`config.mk`:
```
export PLATFORM = sky130hd
export DESIGN_NAME = hbp_fault_protect
export DESIGN_NICKNAME = d
export VERILOG_FILES = /design/src/shared/hbp_pkg.sv /design/src/rtl/hbp_fault_protect.sv /design/src/rtl/hbp_dead_time.sv
export SDC_FILE = /design/constraint.sdc
export NUM_CORES = 1
export LEC_CHECK = 0
export BUFFER_PORTS_ARGS = -buffer_cell sky130_fd_sc_hd__clkbuf_2
export CAP_MARGIN = 40
export CORE_MARGIN = 3
export CORE_UTILIZATION = 56
export DETAILED_ROUTE_END_ITERATION = 10
export PLACE_DENSITY = 0.77
export SLEW_MARGIN = 40
export SYNTH_ARGS = -nofsm -noshare
export SYNTH_HDL_FRONTEND = slang
export SYNTH_SLANG_ARGS = --single-unit
```
`constraint.sdc`:
```
create_clock -name clk -period 10.37 [get_ports clk]
set_input_delay 1.5555 -clock clk [delete_from_list [all_inputs] [get_ports clk]]
set_output_delay 1.5555 -clock clk [all_outputs]
set_load 0.005 [all_outputs]
```
`src/shared/hbp_pkg.sv`:
```
package hbp_pkg;

	////////////////////////////////////////////////////////////////////////
	// Clock and timing
	localparam int CLK_FREQ_MHZ   = 200;
	localparam int NS_PER_US      = 1000;
	localparam int OC_FILTER_NS   = 10000;
	localparam int OL_FILTER_NS   = 20000;
	localparam int DEAD_TIME_NS   = 500;

	// Least time in cycles, rounded up, never below one cycle
	function automatic int nsToCycMin(input int ns);
		int cyc;
		cyc = (ns * CLK_FREQ_MHZ + NS_PER_US - 1) / NS_PER_US;
		return (cyc < 1) ? 1 : cyc;
	endfunction : nsToCycMin

	localparam int OC_FILTER_CYC  = nsToCycMin(OC_FILTER_NS);
	localparam int OL_FILTER_CYC  = nsToCycMin(OL_FILTER_NS);
	localparam int DEAD_TIME_CYC  = nsToCycMin(DEAD_TIME_NS);

	////////////////////////////////////////////////////////////////////////
	// Structure and reset values
	localparam int   HBP_BRIDGES  = 4;
	localparam logic FLAG_RST     = 1'b0;
	localparam logic NEGATED_POWER_ON_RESET_FLAG_RST     = 1'b0;

	typedef enum logic [2:0] {
		HBP_OFF = 3'b001,
		HBP_HS  = 3'b010,
		HBP_LS  = 3'b100
	} hbp_drive_e;

endpackage : hbp_pkg

```
`src/rtl/hbp_fault_protect.sv`:
```
`timescale 1ns/100ps
module hbp_fault_protect #(
	parameter int BRIDGES  = hbp_pkg::HBP_BRIDGES,
	parameter int OC_CYC   = hbp_pkg::OC_FILTER_CYC,
	parameter int OL_CYC   = hbp_pkg::OL_FILTER_CYC,
	parameter int DEAD_CYC = hbp_pkg::DEAD_TIME_CYC
) (
	input  wire logic               clk,
	input  wire logic               rst,
	input  wire logic [BRIDGES-1:0] highSideSwitchEnable,
	input  wire logic [BRIDGES-1:0] lowSideSwitchEnable,
	input  wire logic [BRIDGES-1:0] highSideOvercurrentPin,
	input  wire logic [BRIDGES-1:0] lowSideOvercurrentPin,
	input  wire logic [BRIDGES-1:0] highSideUndercurrentPin,
	input  wire logic [BRIDGES-1:0] lowSideUndercurrentPin,
	input  wire logic               tempWarnPin,
	input  wire logic               tempShutdownPin,
	input  wire logic               supplyUndervoltagePin,
	input  wire logic               supplyOvervoltagePin,
	input  wire logic               enablePin,
	input  wire logic [BRIDGES-1:0] clearHighSideOvercurrent,
	input  wire logic [BRIDGES-1:0] clearLowSideOvercurrent,
	input  wire logic [BRIDGES-1:0] clearHighSideOpenLoad,
	input  wire logic [BRIDGES-1:0] clearLowSideOpenLoad,
	input  wire logic               clearLoadError,
	input  wire logic               clearPrewarning,
	input  wire logic               clearShutdown,
	input  wire logic               clearUndervoltage,
	input  wire logic               clearOvervoltage,
	input  wire logic               clearPowerOnReset,
	output logic      [BRIDGES-1:0] highSideGate,
	output logic      [BRIDGES-1:0] lowSideGate,
	output logic      [BRIDGES-1:0] highSideOvercurrentFlag,
	output logic      [BRIDGES-1:0] lowSideOvercurrentFlag,
	output logic      [BRIDGES-1:0] highSideOpenLoadFlag,
	output logic      [BRIDGES-1:0] lowSideOpenLoadFlag,
	output logic                    loadErrorFlag,
	output logic                    thermalPrewarningFlag,
	output logic                    thermalShutdownFlag,
	output logic                    supplyUndervoltageFlag,
	output logic                    supplyOvervoltageFlag,
	output logic                    negatedPowerOnResetFlag,
	output logic                    spiResponsive
);
	import hbp_pkg::*;

	localparam int MAXC = (OC_CYC > OL_CYC) ? OC_CYC : OL_CYC;
	localparam int CW   = $clog2(MAXC + 1);
	localparam logic [CW-1:0] OC_LIM = CW'(OC_CYC);
	localparam logic [CW-1:0] OL_LIM = CW'(OL_CYC);

	typedef struct packed {
		logic [BRIDGES-1:0] ocHs;
		logic [BRIDGES-1:0] ocLs;
		logic [BRIDGES-1:0] olHs;
		logic [BRIDGES-1:0] olLs;
		logic               tw;
		logic               ts;
		logic               uv;
		logic               ov;
		logic               en;
	} hbp_pins_s;

	typedef struct packed {
		hbp_pins_s                     pin1;
		hbp_pins_s                     pin2;
		logic [BRIDGES-1:0]            hsOc;
		logic [BRIDGES-1:0]            lsOc;
		logic [BRIDGES-1:0]            hsOl;
		logic [BRIDGES-1:0]            lsOl;
		logic [2*BRIDGES-1:0][CW-1:0]  ocCnt;
		logic [2*BRIDGES-1:0][CW-1:0]  olCnt;
		logic                          loadErr;
		logic                          thermal_prewarning_flag;
		logic                          thermal_shutdown_flag;
		logic                          uv;
		logic                          ov;
		logic                          negated_power_on_reset_flag;
		logic                          spiOn;
	} hbp_state_s;

	hbp_state_s         r;
	hbp_state_s         n;
	logic [BRIDGES-1:0] hsReq;
	logic [BRIDGES-1:0] lsReq;
	logic [BRIDGES-1:0] hsOn;
	logic [BRIDGES-1:0] lsOn;

	////////////////////////////////////////////////////////////////////////
	// Helpers

	// Counts up to the limit and holds there while the condition holds, restarts when it drops
	function automatic logic [CW-1:0] filterStep(
		input logic [CW-1:0] cnt,
		input logic          cond,
		input logic [CW-1:0] lim
	);
		if (!cond) begin
			return '0;
		end else if (cnt < lim) begin
			return CW'(cnt + 1'b1);
		end
		return cnt;
	endfunction : filterStep

	// Sticky flag where a set in the clearing cycle wins
	function automatic logic latchNext(
		input logic flag,
		input logic set,
		input logic clr
	);
		return set | (flag & ~clr);
	endfunction : latchNext

	////////////////////////////////////////////////////////////////////////
	// Fault latching
	always_comb begin
		n = r;
		n.pin1 = '{ocHs: highSideOvercurrentPin,
		           ocLs: lowSideOvercurrentPin,
		           olHs: highSideUndercurrentPin,
		           olLs: lowSideUndercurrentPin,
		           tw: tempWarnPin, ts: tempShutdownPin,
		           uv: supplyUndervoltagePin, ov: supplyOvervoltagePin,
		           en: enablePin};
		n.pin2 = r.pin1;
		for (int i = 0; i < BRIDGES; i++) begin
			n.ocCnt[i] = filterStep(r.ocCnt[i],
				r.pin2.ocHs[i] & hsOn[i], OC_LIM);
			n.ocCnt[BRIDGES+i] = filterStep(r.ocCnt[BRIDGES+i],
				r.pin2.ocLs[i] & lsOn[i], OC_LIM);
			n.olCnt[i] = filterStep(r.olCnt[i],
				r.pin2.olHs[i] & hsOn[i], OL_LIM);
			n.olCnt[BRIDGES+i] = filterStep(r.olCnt[BRIDGES+i],
				r.pin2.olLs[i] & lsOn[i], OL_LIM);
			n.hsOc[i] = latchNext(r.hsOc[i], n.ocCnt[i] == OC_LIM,
				clearHighSideOvercurrent[i]);
			n.lsOc[i] = latchNext(r.lsOc[i],
				n.ocCnt[BRIDGES+i] == OC_LIM,
				clearLowSideOvercurrent[i]);
			n.hsOl[i] = latchNext(r.hsOl[i], n.olCnt[i] == OL_LIM,
				clearHighSideOpenLoad[i]);
			n.lsOl[i] = latchNext(r.lsOl[i],
				n.olCnt[BRIDGES+i] == OL_LIM,
				clearLowSideOpenLoad[i]);
		end
		n.loadErr = latchNext(r.loadErr,
			|{n.hsOc, n.lsOc, n.hsOl, n.lsOl}, clearLoadError);
		n.thermal_prewarning_flag = latchNext(r.thermal_prewarning_flag, r.pin2.tw, clearPrewarning);
		n.thermal_shutdown_flag = latchNext(r.thermal_shutdown_flag, r.pin2.ts, clearShutdown);
		n.uv  = latchNext(r.uv, r.pin2.uv, clearUndervoltage);
		n.ov  = latchNext(r.ov, r.pin2.ov, clearOvervoltage);
		n.negated_power_on_reset_flag = r.negated_power_on_reset_flag | (clearPowerOnReset & r.pin2.en);
		n.spiOn = r.pin2.en;
	end

	always_ff @(posedge clk or posedge rst) begin
		if (rst) begin
			r <= '{pin1: '0, pin2: '0,
			      hsOc: '0, lsOc: '0, hsOl: '0, lsOl: '0,
			      ocCnt: '0, olCnt: '0,
			      loadErr: FLAG_RST, thermal_prewarning_flag: FLAG_RST, thermal_shutdown_flag: FLAG_RST,
			      uv: FLAG_RST, ov: FLAG_RST,
			      negated_power_on_reset_flag: NEGATED_POWER_ON_RESET_FLAG_RST, spiOn: 1'b0};
		end else begin
			r <= n;
		end
	end

	////////////////////////////////////////////////////////////////////////
	// Output stage gating; enable inputs are only read, never changed
	always_comb begin
		for (int i = 0; i < BRIDGES; i++) begin
			hsReq[i] = highSideSwitchEnable[i] & ~r.hsOc[i] & ~r.lsOc[i]
				& ~r.thermal_shutdown_flag & ~r.pin2.ts
				& ~r.pin2.uv & ~r.pin2.ov;
			lsReq[i] = lowSideSwitchEnable[i] & ~r.hsOc[i] & ~r.lsOc[i]
				& ~r.thermal_shutdown_flag & ~r.pin2.ts
				& ~r.pin2.uv & ~r.pin2.ov;
		end
	end

	for (genvar g = 0; g < BRIDGES; g++) begin : gBridge
		hbp_dead_time #(
			.DEAD_CYC (DEAD_CYC)
		) uDeadTime (
			.clk     (clk),
			.rst     (rst),
			.highReq (hsReq[g]),
			.lowReq  (lsReq[g]),
			.highOn  (hsOn[g]),
			.lowOn   (lsOn[g])
		);
	end

	assign highSideGate            = hsOn;
	assign lowSideGate             = lsOn;
	assign highSideOvercurrentFlag = r.hsOc;
	assign lowSideOvercurrentFlag  = r.lsOc;
	assign highSideOpenLoadFlag    = r.hsOl;
	assign lowSideOpenLoadFlag     = r.lsOl;
	assign loadErrorFlag           = r.loadErr;
	assign thermalPrewarningFlag   = r.thermal_prewarning_flag;
	assign thermalShutdownFlag     = r.thermal_shutdown_flag;
	assign supplyUndervoltageFlag  = r.uv;
	assign supplyOvervoltageFlag   = r.ov;
	assign negatedPowerOnResetFlag = r.negated_power_on_reset_flag;
	assign spiResponsive           = r.spiOn;

endmodule : hbp_fault_protect

```
`src/rtl/hbp_dead_time.sv`:
```
`timescale 1ns/100ps
module hbp_dead_time #(
	parameter int DEAD_CYC = hbp_pkg::DEAD_TIME_CYC
) (
	input  wire logic clk,
	input  wire logic rst,
	input  wire logic highReq,
	input  wire logic lowReq,
	output logic      highOn,
	output logic      lowOn
);
	import hbp_pkg::*;

	localparam int DW = $clog2(DEAD_CYC + 1);
	localparam logic [DW-1:0] GAP_FULL = DW'(DEAD_CYC);

	typedef struct packed {
		hbp_drive_e      st;
		logic [DW-1:0]   gap;
		logic            hi;
		logic            lo;
	} hbp_dt_s;

	hbp_dt_s r;
	hbp_dt_s n;
	hbp_drive_e want;

	////////////////////////////////////////////////////////////////////////
	always_comb begin
		n = r;
		// Both requested at once means neither conducts
		if (highReq && !lowReq) begin
			want = HBP_HS;
		end else if (lowReq && !highReq) begin
			want = HBP_LS;
		end else begin
			want = HBP_OFF;
		end
		case (r.st)
			HBP_OFF: begin
				if (r.gap != GAP_FULL) begin
					n.gap = DW'(r.gap + 1'b1);
				end
				if (want != HBP_OFF && r.gap == GAP_FULL) begin
					n.st = want;
				end
			end
			HBP_HS, HBP_LS: begin
				if (want != r.st) begin
					n.st  = HBP_OFF;
					n.gap = '0;
				end
			end
			default: begin
				n.st  = HBP_OFF;
				n.gap = '0;
			end
		endcase
		n.hi = (n.st == HBP_HS);
		n.lo = (n.st == HBP_LS);
	end

	always_ff @(posedge clk or posedge rst) begin
		if (rst) begin
			r <= '{st: HBP_OFF, gap: GAP_FULL, hi: 1'b0, lo: 1'b0};
		end else begin
			r <= n;
		end
	end

	assign highOn = r.hi;
	assign lowOn  = r.lo;

endmodule : hbp_dead_time

```
==> metrics.cfg, run 1 <==
[outcome]
run_status=finished, final reports clean

[sta]
rsz0062_at_grt=false
hold_viol=0
fin_worst_skew_ns=0.0214
period_minus_slack_ns=3.71
slew_violations=0
period_share_pct=35.8
worst_pin_slew_ns=0.752
max_slew_margin_pct=49.8
max_freq_ghz=0.269
fin_tns_setup_ns=0
timing.final.ws_setup_ns=6.66
finalSetupViolCount=0

[yosys]
synth_top_area_share_pct=45.8
yosysSeqAreaShare_pct=48.5
synthMuxAreaShare_pct=1.56
yosys-top-cells-area=dfrtp_1 (46%), nor2_1 (5.6%), xnor2_1 (4.3%), xor2_1 (4.2%), nand2_1 (3.1%)
synth_seq_cells=305
async_flop_share_pct=100
synth_top_flop_cell=dfrtp_1
yosysTopAreaCell=dfrtp_1
synth_compound_area_share_pct=12.4
synth_fp_nets=1703
syn_area_per_cell_sq_um=9.75
synthSimpleGateAreaFrac_pct=23.0
yosysMostFrequentCell=dfrtp_1
synth_edf_count=0
syn-cell-area_sq_um=15800
netlist_top_cells_count=dfrtp_1 (289), nor2_1 (237), nand2_1 (129)
synth-xor-area-share_pct=8.49
yosysUniqueCellTypes=86
ys_warn_count=0
synth_adder_area_share_pct=2.54
syn_inst=1618
synth_top_family_by_area=simple AND/OR/NAND/NOR gates

[grt]
antenna_found_initial=0
grt_pass1_wl_microns=54200
grt_overflow=0
grt_pass1_vias=11472
grt_max_degree=117
grt_util_all_layers_pct=20.8

[critical_path]
worst-path-max-fanout=6
critPathTopFamily=simple AND/OR/NAND/NOR gates
cp_slowest_cell=or4_1
path_class=reg2reg
path_buf_inv=1
slowest_delay_ns=0.72
crit_chain=or4_1 -> nor3_1 -> and2_1 -> inv_1 -> ha_1 -> nor4bb_1 -> nor2_1 -> nor3_1 -> nor2_1 -> and4_1 -> nand3_1 -> xor2_1 -> nor2_1
arrival_ns=4.12
endpoint_kind=register
critPathLaunch=thermalShutdownFlag$_DFF_PP0_
start_kind=register
cp_common_cell=nor2_1
r2r-start=thermalShutdownFlag$_DFF_PP0_
worst_ep_required_time_ns=10.78

[clock_network]
post-cts-setup-buffers=0
clock_latency_ns=0.51
post_cts_resized=0
htreeDepth=2
clk_pin_slew_worst_paths_ns=0.06
cts_sinks=305
cts_tree=yes
cts_buffers=35
clock-root-buffer=clkbuf_16
postCtsHoldBufs=0
clk_path_buf_depth=3

[power_and_ir_drop]
p_per_area_nw_per_um2=138
irDropWorstVdd_mv=0.133
p_total_mw=2.42
leakage_nw=7.49

[layout]
final_util_pct=64.0
antennaDiodeCount=0
num-fill-cells=2243
fin_nets=1757
drive_gt1_share_pct=11.4
areaGrowthSynthToFinish_pct=10.8

[job]
maxCapViolations=0

[drt]
antenna_left=0
met2_length_microns=15100
met1Wirelength_microns=14900
wl_per_cell_microns=15.6
finalWirelength_microns=32100
drt_iter0_drc=872
drc=0
avgViaCountPerCell=5.83
num_vias=12024
first_pass_iters=5
wl_met3_microns=1520
top_layer=met4

[floorplanning]
io_pins=84
die_w_microns=174
start_util_pct=57.7
core_area_sq_um=27300
dieHeight_microns=174
die_area_sq_um=30200
rows=60

[placement]
place_congestion=0.894
portBuffers=83
dp_slack_ns=6.59
hpwl_microns=22400

[min_path]
min-delay-path-class=reg2reg
min_from=n[224]$_DFF_PP0_

==> per-layer routing <==
metal / GRT usage [%] / up-vias
met5: 0 / -
met4: 5.90 / 0
met3: 3.11 / 50
met2: 33.8 / 269
met1: 29.3 / 5869
li1: - / 5836
==> registers in the layout, indices dropped and copies added, names as in the netlist <==
signal                    cells
gBridge.uDeadTime.highOn      4
lowSideOpenLoadFlag           4
supplyUndervoltageFlag        1
gBridge.uDeadTime.r          40
highSideOpenLoadFlag          4
negatedPowerOnResetFlag       1
supplyOvervoltageFlag         1
r                           212
n                            22
lowSideOvercurrentFlag        4
loadErrorFlag                 1
gBridge.uDeadTime.lowOn       4
thermalShutdownFlag           1
highSideOvercurrentFlag       4
spiResponsive                 1
thermalPrewarningFlag         1
==> power by group <==
group	total (mW)	switching, mW	leakage [nW]	internal (mW)
combinational	0.0407	0.0281	2.89	0.0126
clock	1.17	0.469	0.547	0.701
sequential	1.20	0.00443	4.05	1.20
==> path summary, 6_finish.rpt <==
check	endpoint	slack [ns]	depth (start not counted)
max	gBridge[1].uDeadTime.r[7]$_DFFE_PP1P_	6.66	13
min	r[224]$_DFF_PP0_	0.33	0
max reg2reg	gBridge[1].uDeadTime.r[7]$_DFFE_PP1P_	6.66	13
min reg2reg	r[224]$_DFF_PP0_	0.33	0
max in group asynchronous	gBridge[2].uDeadTime.r[9]$_DFF_PP1_	7.88	5
min in group asynchronous	n[217]$_DFF_PP0_	1.07	2
==> layout make-up <==
type / count / area (sq um) / share of cell area (%)
flip-flops and latches: 305 / 7650 / 43.8
multi-input cells: 1190 / 7580 / 43.3
clock buffers: 43 / 956 / 5.47
repair buffers: 86 / 490 / 2.81
well taps: 372 / 465 / 2.66
inverters: 54 / 215 / 1.23
clock inverters: 14 / 128 / 0.730
==> through the flow <==
stage               std cells  area, sq um  hold WS, ns
floorplan                1618        15800        0.331
global placement         2005        16300        0.332
detailed placement       2007        16400        0.335
CTS                      2064        17500        0.341
global route             2064        17500        0.350
finish                   2064        17500        0.335
==> kinds of logic (layout without fill, tap and decap cells) <==
logic type / count (synthesis) / count (layout)
mux: 24 / 24
flops: 305 / 305
xor+xnor: 153 / 153
simple gates: 703 / 703
compound gates: 278 / 278
buf+inv: 123 / 197
fa+ha+maj: 32 / 32
==> worst register-to-register path: stages (launching register included) <==
cell	delay (ns)
dfrtp_1	0.38
or4_1	0.72
nor3_1	0.39
and2_1	0.21
inv_1	0.05
ha_1	0.22
nor4bb_1	0.30
nor2_1	0.08
nor3_1	0.45
nor2_1	0.19
and4_1	0.28
nand3_1	0.11
xor2_1	0.17
nor2_1	0.06
==> layout by cell type (no fill, tap or decap), types with 13 or more instances in the layout <==
cell / instances
xor2_1: 75
a21oi_1: 57
dfrtp_1: 289
and2_1: 21
clkbuf_2: 83
a211oi_1: 13
o211ai_1: 13
and4_1: 18
mux2i_1: 22
and3_1: 33
dfstp_2: 16
xnor2_1: 78
clkbuf_16: 35
nand2_1: 129
a31oi_1: 24
o21ai_0: 39
nor2b_1: 25
nor3_1: 26
o21a_1: 15
inv_1: 53
nor2_1: 237
ha_1: 32
nand4b_1: 14
nand3_1: 53
nor3b_1: 14
nand4_1: 33
Note: power is estimated with default switching activity, not from simulation.
==> inputs of run 2 (changes only) <==
- CORE_UTILIZATION: 56 -> 62
- PLACE_DENSITY: 0.77 -> 0.81
- clock period: 10.37 -> 3.7 ns (I/O delays scaled with it)
==> metrics.cfg, run 2 (synthesis results as in run 1) <==
[critical_path]
crit_end=gBridge[2].uDeadTime.r[7]$_DFFE_PP1P_
arrival_ns=3.81
path_buf_inv=1
cp_common_cell=nor2_1
slowest_delay_ns=0.80
worst_ep_required_time_ns=4.13
path_class=reg2reg
crit_chain=or4_1 -> nor3_1 -> and2_1 -> inv_1 -> ha_1 -> nor4bb_1 -> nor2_1 -> nor3_1 -> o21bai_1 -> nor2_1 -> nand3_1 -> xor2_1 -> nor2_1
start_kind=register
endpoint_kind=register
crit_cells=13
critPathLaunch=thermalShutdownFlag$_DFF_PP0_
critPathTopFamily=simple AND/OR/NAND/NOR gates
r2r_setup_slack_ns=0.33
worst-path-max-fanout=5
r2r_end=gBridge[2].uDeadTime.r[7]$_DFFE_PP1P_
r2r-start=thermalShutdownFlag$_DFF_PP0_
rr_worst_depth=13
cp_slowest_cell=or4_1

[floorplanning]
core_area_sq_um=24700
start_util_pct=63.9
die_w_microns=166
die_area_sq_um=27400
io_pins=84
dieHeight_microns=166
rows=57

[job]
maxCapViolations=0

[power_and_ir_drop]
power_frac_seq_pct=47.9
irDropWorstVdd_mv=0.312
p_int_mw=5.63
p_per_area_nw_per_um2=401
leakage_nw=7.55
comb_power_share_pct=1.6
power_frac_clock_pct=50.5
swShare_pct=20.1
p_sw_mw=1.42

[placement]
place_area_sq_um=16400
dp_slack_ns=0.245
place_congestion=0.914
portBuffers=83
hpwl_microns=22200

[grt]
grt_util_all_layers_pct=24.2
grt_pass1_vias=11906
grt_overflow=0
antenna_found_initial=1
grt_pass1_wl_microns=55300
grt_max_degree=102

[drt]
finalWirelength_microns=32700
num_vias=12188
avgViaCountPerCell=6.02
antenna_left=0
drt_iter0_drc=943
first_pass_iters=5
wl_per_cell_microns=16.1
drc=0

[sta]
rsz0062_at_grt=false
hold_viol=0
fin_worst_skew_ns=0.0109
timing.final.ws_setup_ns=0.328
max_freq_ghz=0.297
max_slew_margin_pct=54.1
slew_violations=0
period_share_pct=91.1
finalSetupViolCount=0
period_minus_slack_ns=3.37
worst_pin_slew_ns=0.688

[layout]
fin_nets=1762
final_common_cell=dfrtp_1
drive_gt1_share_pct=11.8
areaGrowthSynthToFinish_pct=11.3
largest_reg_flops=212
final_cell_mix=dfrtp_1 (289), nor2_1 (237), nand2_1 (129), clkbuf_2 (83), xnor2_1 (78)
final_cell_area_sq_um=17600
antennaDiodeCount=0
top_register=r

[clock_network]
post-cts-setup-buffers=0
clk_pin_slew_worst_paths_ns=0.06
clk_path_buf_depth=3
clock_latency_ns=0.51
htreeDepth=2
cts_tree=yes
cts_sinks=305
cts_buffers=34
clock-root-buffer=clkbuf_16

[outcome]
run_status=finished, final reports clean

[min_path]
min-delay-path-class=in2async

## run 2: cell types whose count changed in the layout (fill, tap and decap cells not counted), moves of 2 or more
cell	before	now
buf_4	0	6
clkinv_2	10	6
clkbuf_1	3	6
buf_12	1	3
buf_16	2	0
bufinv_16	2	4
clkbuf_16	35	37
clkbuf_8	5	7
clkinvlp_4	0	2
## run 2: final cells by class
| class | instances | area [sq um] |
|---|---|---|
| Clock buffer | 50 | 1040 |
| Inverter | 54 | 206 |
| Fill cell | 1872 | 7110 |
| Tap cell | 324 | 405 |
| Timing Repair Buffer | 92 | 520 |
| Sequential cell | 305 | 7650 |
| Clock inverter | 11 | 158 |
| Multi-Input combinational cell | 1190 | 7580 |
## run 2: worst min path at each step
stage                     slack, ns                to  cells after the start
after floorplan                0.33    n[0]$_DFF_PP0_                      0
after global placement         0.33  r[231]$_DFF_PP0_                      0
after detailed placement       0.34  r[220]$_DFF_PP0_                      0
after global routing           0.14  n[224]$_DFF_PP0_                      1
after CTS                      0.13  n[220]$_DFF_PP0_                      1
final                          0.14  n[218]$_DFF_PP0_                      2
## run 2: metal layers
metal / up-vias / global-route usage, % / wire length [microns]
met4: 2 / 7.52 / 768
met1: 5912 / 32.6 / 14600
li1: 5858 / - / -
met3: 67 / 4.22 / 1680
met5: - / 0 / 20
met2: 349 / 40.3 / 15600
## run 2: through the flow
stage	power, mW	utilization (%)	std cells	hold WS, ns	TNS, ns
3_5_place_dp	3.55	66.3	1965	0.336	0
2_1_floorplan	3.49	-	1618	0.331	-259.79
5_1_grt	7.30	71.2	2026	0.137	0
6_report	7.05	71.2	2026	0.140	0
4_1_cts	7.13	71.2	2026	0.133	0
3_3_place_gp	3.55	66.3	1965	0.332	0
## run 2: worst reg2reg max path: stages (launching register included)
cell      delay [ns]
dfrtp_1         0.38
or4_1           0.80
nor3_1          0.28
and2_1          0.19
inv_1           0.05
ha_1            0.21
nor4bb_1        0.29
nor2_1          0.08
nor3_1          0.38
o21bai_1        0.22
nor2_1          0.11
nand3_1         0.11
xor2_1          0.16
nor2_1          0.06
## run 2: repair_timing
action                                  CTS  global route
hold buffers                              0             0
resized for setup                         0             1
endpoints found under the setup margin    0             2
## run 2: power groups by stage
stage | Combinational [mW] | Sequential (mW) | Clock (mW)
6_report | 0.112 | 3.38 | 3.56
5_1_grt | 0.131 | 3.38 | 3.79
4_1_cts | 0.119 | 3.38 | 3.63
3_5_place_dp | 0.118 | 3.44 | 0
3_3_place_gp | 0.116 | 3.43 | 0
2_1_floorplan | 0.0572 | 3.43 | 0
==> inputs of run 3 (changes only) <==
- CORE_UTILIZATION: 62 -> 50
- PLACE_DENSITY: 0.81 -> 0.67
==> metrics.cfg, run 3 (synthesis results as in run 1) <==
[clock_network]
post_cts_resized=0
cts_buffers=36
clock_latency_ns=0.51
postCtsHoldBufs=0
clk_path_buf_depth=3
cts_sinks=305
htreeDepth=2
clk_pin_slew_worst_paths_ns=0.06
cts_tree=yes
clock-root-buffer=clkbuf_16
post-cts-setup-buffers=0

[layout]
final_util_pct=57.5
top_register=r
areaGrowthSynthToFinish_pct=12.3
drive_gt1_share_pct=12.0
fin_nets=1767
final_common_cell=dfrtp_1
largest_reg_flops=212
num-fill-cells=2650
final_cell_mix=dfrtp_1 (289), nor2_1 (237), nand2_1 (129), clkbuf_2 (83), xnor2_1 (78)
multi_input_area_sq_um=7570
seq_area_sq_um=7650
final_cell_area_sq_um=17700
fin_cells=2105

[sta]
period_share_pct=90.2
rsz0062_at_grt=false
worst_pin_slew_ns=0.704
slew_violations=0
period_minus_slack_ns=3.34
fin_worst_skew_ns=0.0172
max_freq_ghz=0.299
fin_hold_ws_ns=0.146
finalSetupViolCount=0
hold_viol=0
max_slew_margin_pct=53.0

[grt]
grt_overflow=0
antenna_found_initial=2
grt_pass1_wl_microns=55400
grt_util_all_layers_pct=19.5
grt_max_degree=135
grt_pass1_vias=11438

[placement]
place_area_sq_um=16500
place_congestion=0.884
dpl.cell_count=2040
hpwl_microns=22700
portBuffers=83

[critical_path]
endpoint_kind=register
rr_worst_depth=13
worst-path-max-fanout=4
arrival_ns=3.76
r2r_end=gBridge[1].uDeadTime.r[7]$_DFFE_PP1P_
start_kind=register
r2r_setup_slack_ns=0.36
r2r-start=thermalShutdownFlag$_DFF_PP0_
worst_ep_required_time_ns=4.12
path_class=reg2reg

[drt]
drc=0
drt_iter0_drc=634
first_pass_iters=5
antenna_left=0
wl_per_cell_microns=15.4
finalWirelength_microns=32400
avgViaCountPerCell=5.65
num_vias=11896

[min_path]
min_from=highSideUndercurrentPin[2]
min-delay-path-class=in2reg
min_path_cells=1
min_to=n[226]$_DFF_PP0_

[floorplanning]
start_util_pct=51.2
die_w_microns=184
io_pins=84
dieHeight_microns=184
rows=64
core_area_sq_um=30800
die_area_sq_um=33700

[power_and_ir_drop]
leakage_nw=7.59
irDropWorstVdd_mv=0.491
p_per_area_nw_per_um2=406
p_total_mw=7.20

[job]
maxCapViolations=0

[outcome]
run_status=finished, final reports clean

## run 3: cell count changes in the layout (fill, tap and decap cells not counted), sizes merged
cell    before  now
buf          9   12
clkinv       6    9
bufinv       4    6
clkbuf     133  131
diode        0    1
## run 3: final cells by class
class	instances	share of cell area, %
clock inverter	16	1.33
antenna	1	0.0141
sequential	305	43.2
clock buffer	48	5.74
tap	396	2.80
inverter	54	1.17
multi-input combinational	1190	42.7
timing repair buffer	95	3.02
## run 3: through the flow
stage,worst slack [ns],TNS [ns]
2_1_floorplan,-0.899,-259.79
3_3_place_gp,0.513,0
3_5_place_dp,0.425,0
4_1_cts,0.377,0
5_1_grt,0.0714,0
6_report,0.361,0
## run 3: worst max-delay path by stage
stage                                             start                                     to  slack [ns]  cells past startpoint
after CTS                 thermalShutdownFlag$_DFF_PP0_  gBridge[1].uDeadTime.r[7]$_DFFE_PP1P_        0.38                     13
after global placement    thermalShutdownFlag$_DFF_PP0_  gBridge[1].uDeadTime.r[7]$_DFFE_PP1P_        0.51                     13
after detailed placement  thermalShutdownFlag$_DFF_PP0_  gBridge[2].uDeadTime.r[7]$_DFFE_PP1P_        0.42                     13
after global routing      thermalShutdownFlag$_DFF_PP0_  gBridge[2].uDeadTime.r[7]$_DFFE_PP1P_        0.07                     13
final                     thermalShutdownFlag$_DFF_PP0_  gBridge[1].uDeadTime.r[7]$_DFFE_PP1P_        0.36                     13
after floorplan                                     rst  gBridge[0].uDeadTime.highOn$_DFF_PP0_       -0.90                      1
## run 3: metal layers
layer | vias up | wire length, microns | GRT usage, %
met5 | - | 19 | 0
met4 | 2 | 886 | 6.03
met1 | 5759 | 15000 | 27.1
met2 | 219 | 15000 | 31.2
li1 | 5859 | - | -
met3 | 57 | 1540 | 3.58
## run 3: critical path, cell delays in order, from the launching register on
cell and delay (ns):
dfrtp_1 0.39, or4_1 0.74, nor3_1 0.33, and2_1 0.21
inv_1 0.05, ha_1 0.21, nor4bb_1 0.27, nor2_1 0.08
nor3_1 0.27, nor2_1 0.15, and4_1 0.25, nand3_1 0.10
xor2_1 0.14, nor2_1 0.05
## run 3: power by group
group / internal [mW] / leakage, nW / switching (mW)
Clock: 2.35 / 0.619 / 1.37
Sequential: 3.36 / 4.05 / 0.0121
Combinational: 0.0330 / 2.92 / 0.0785
Total: 5.75 / 7.59 / 1.46
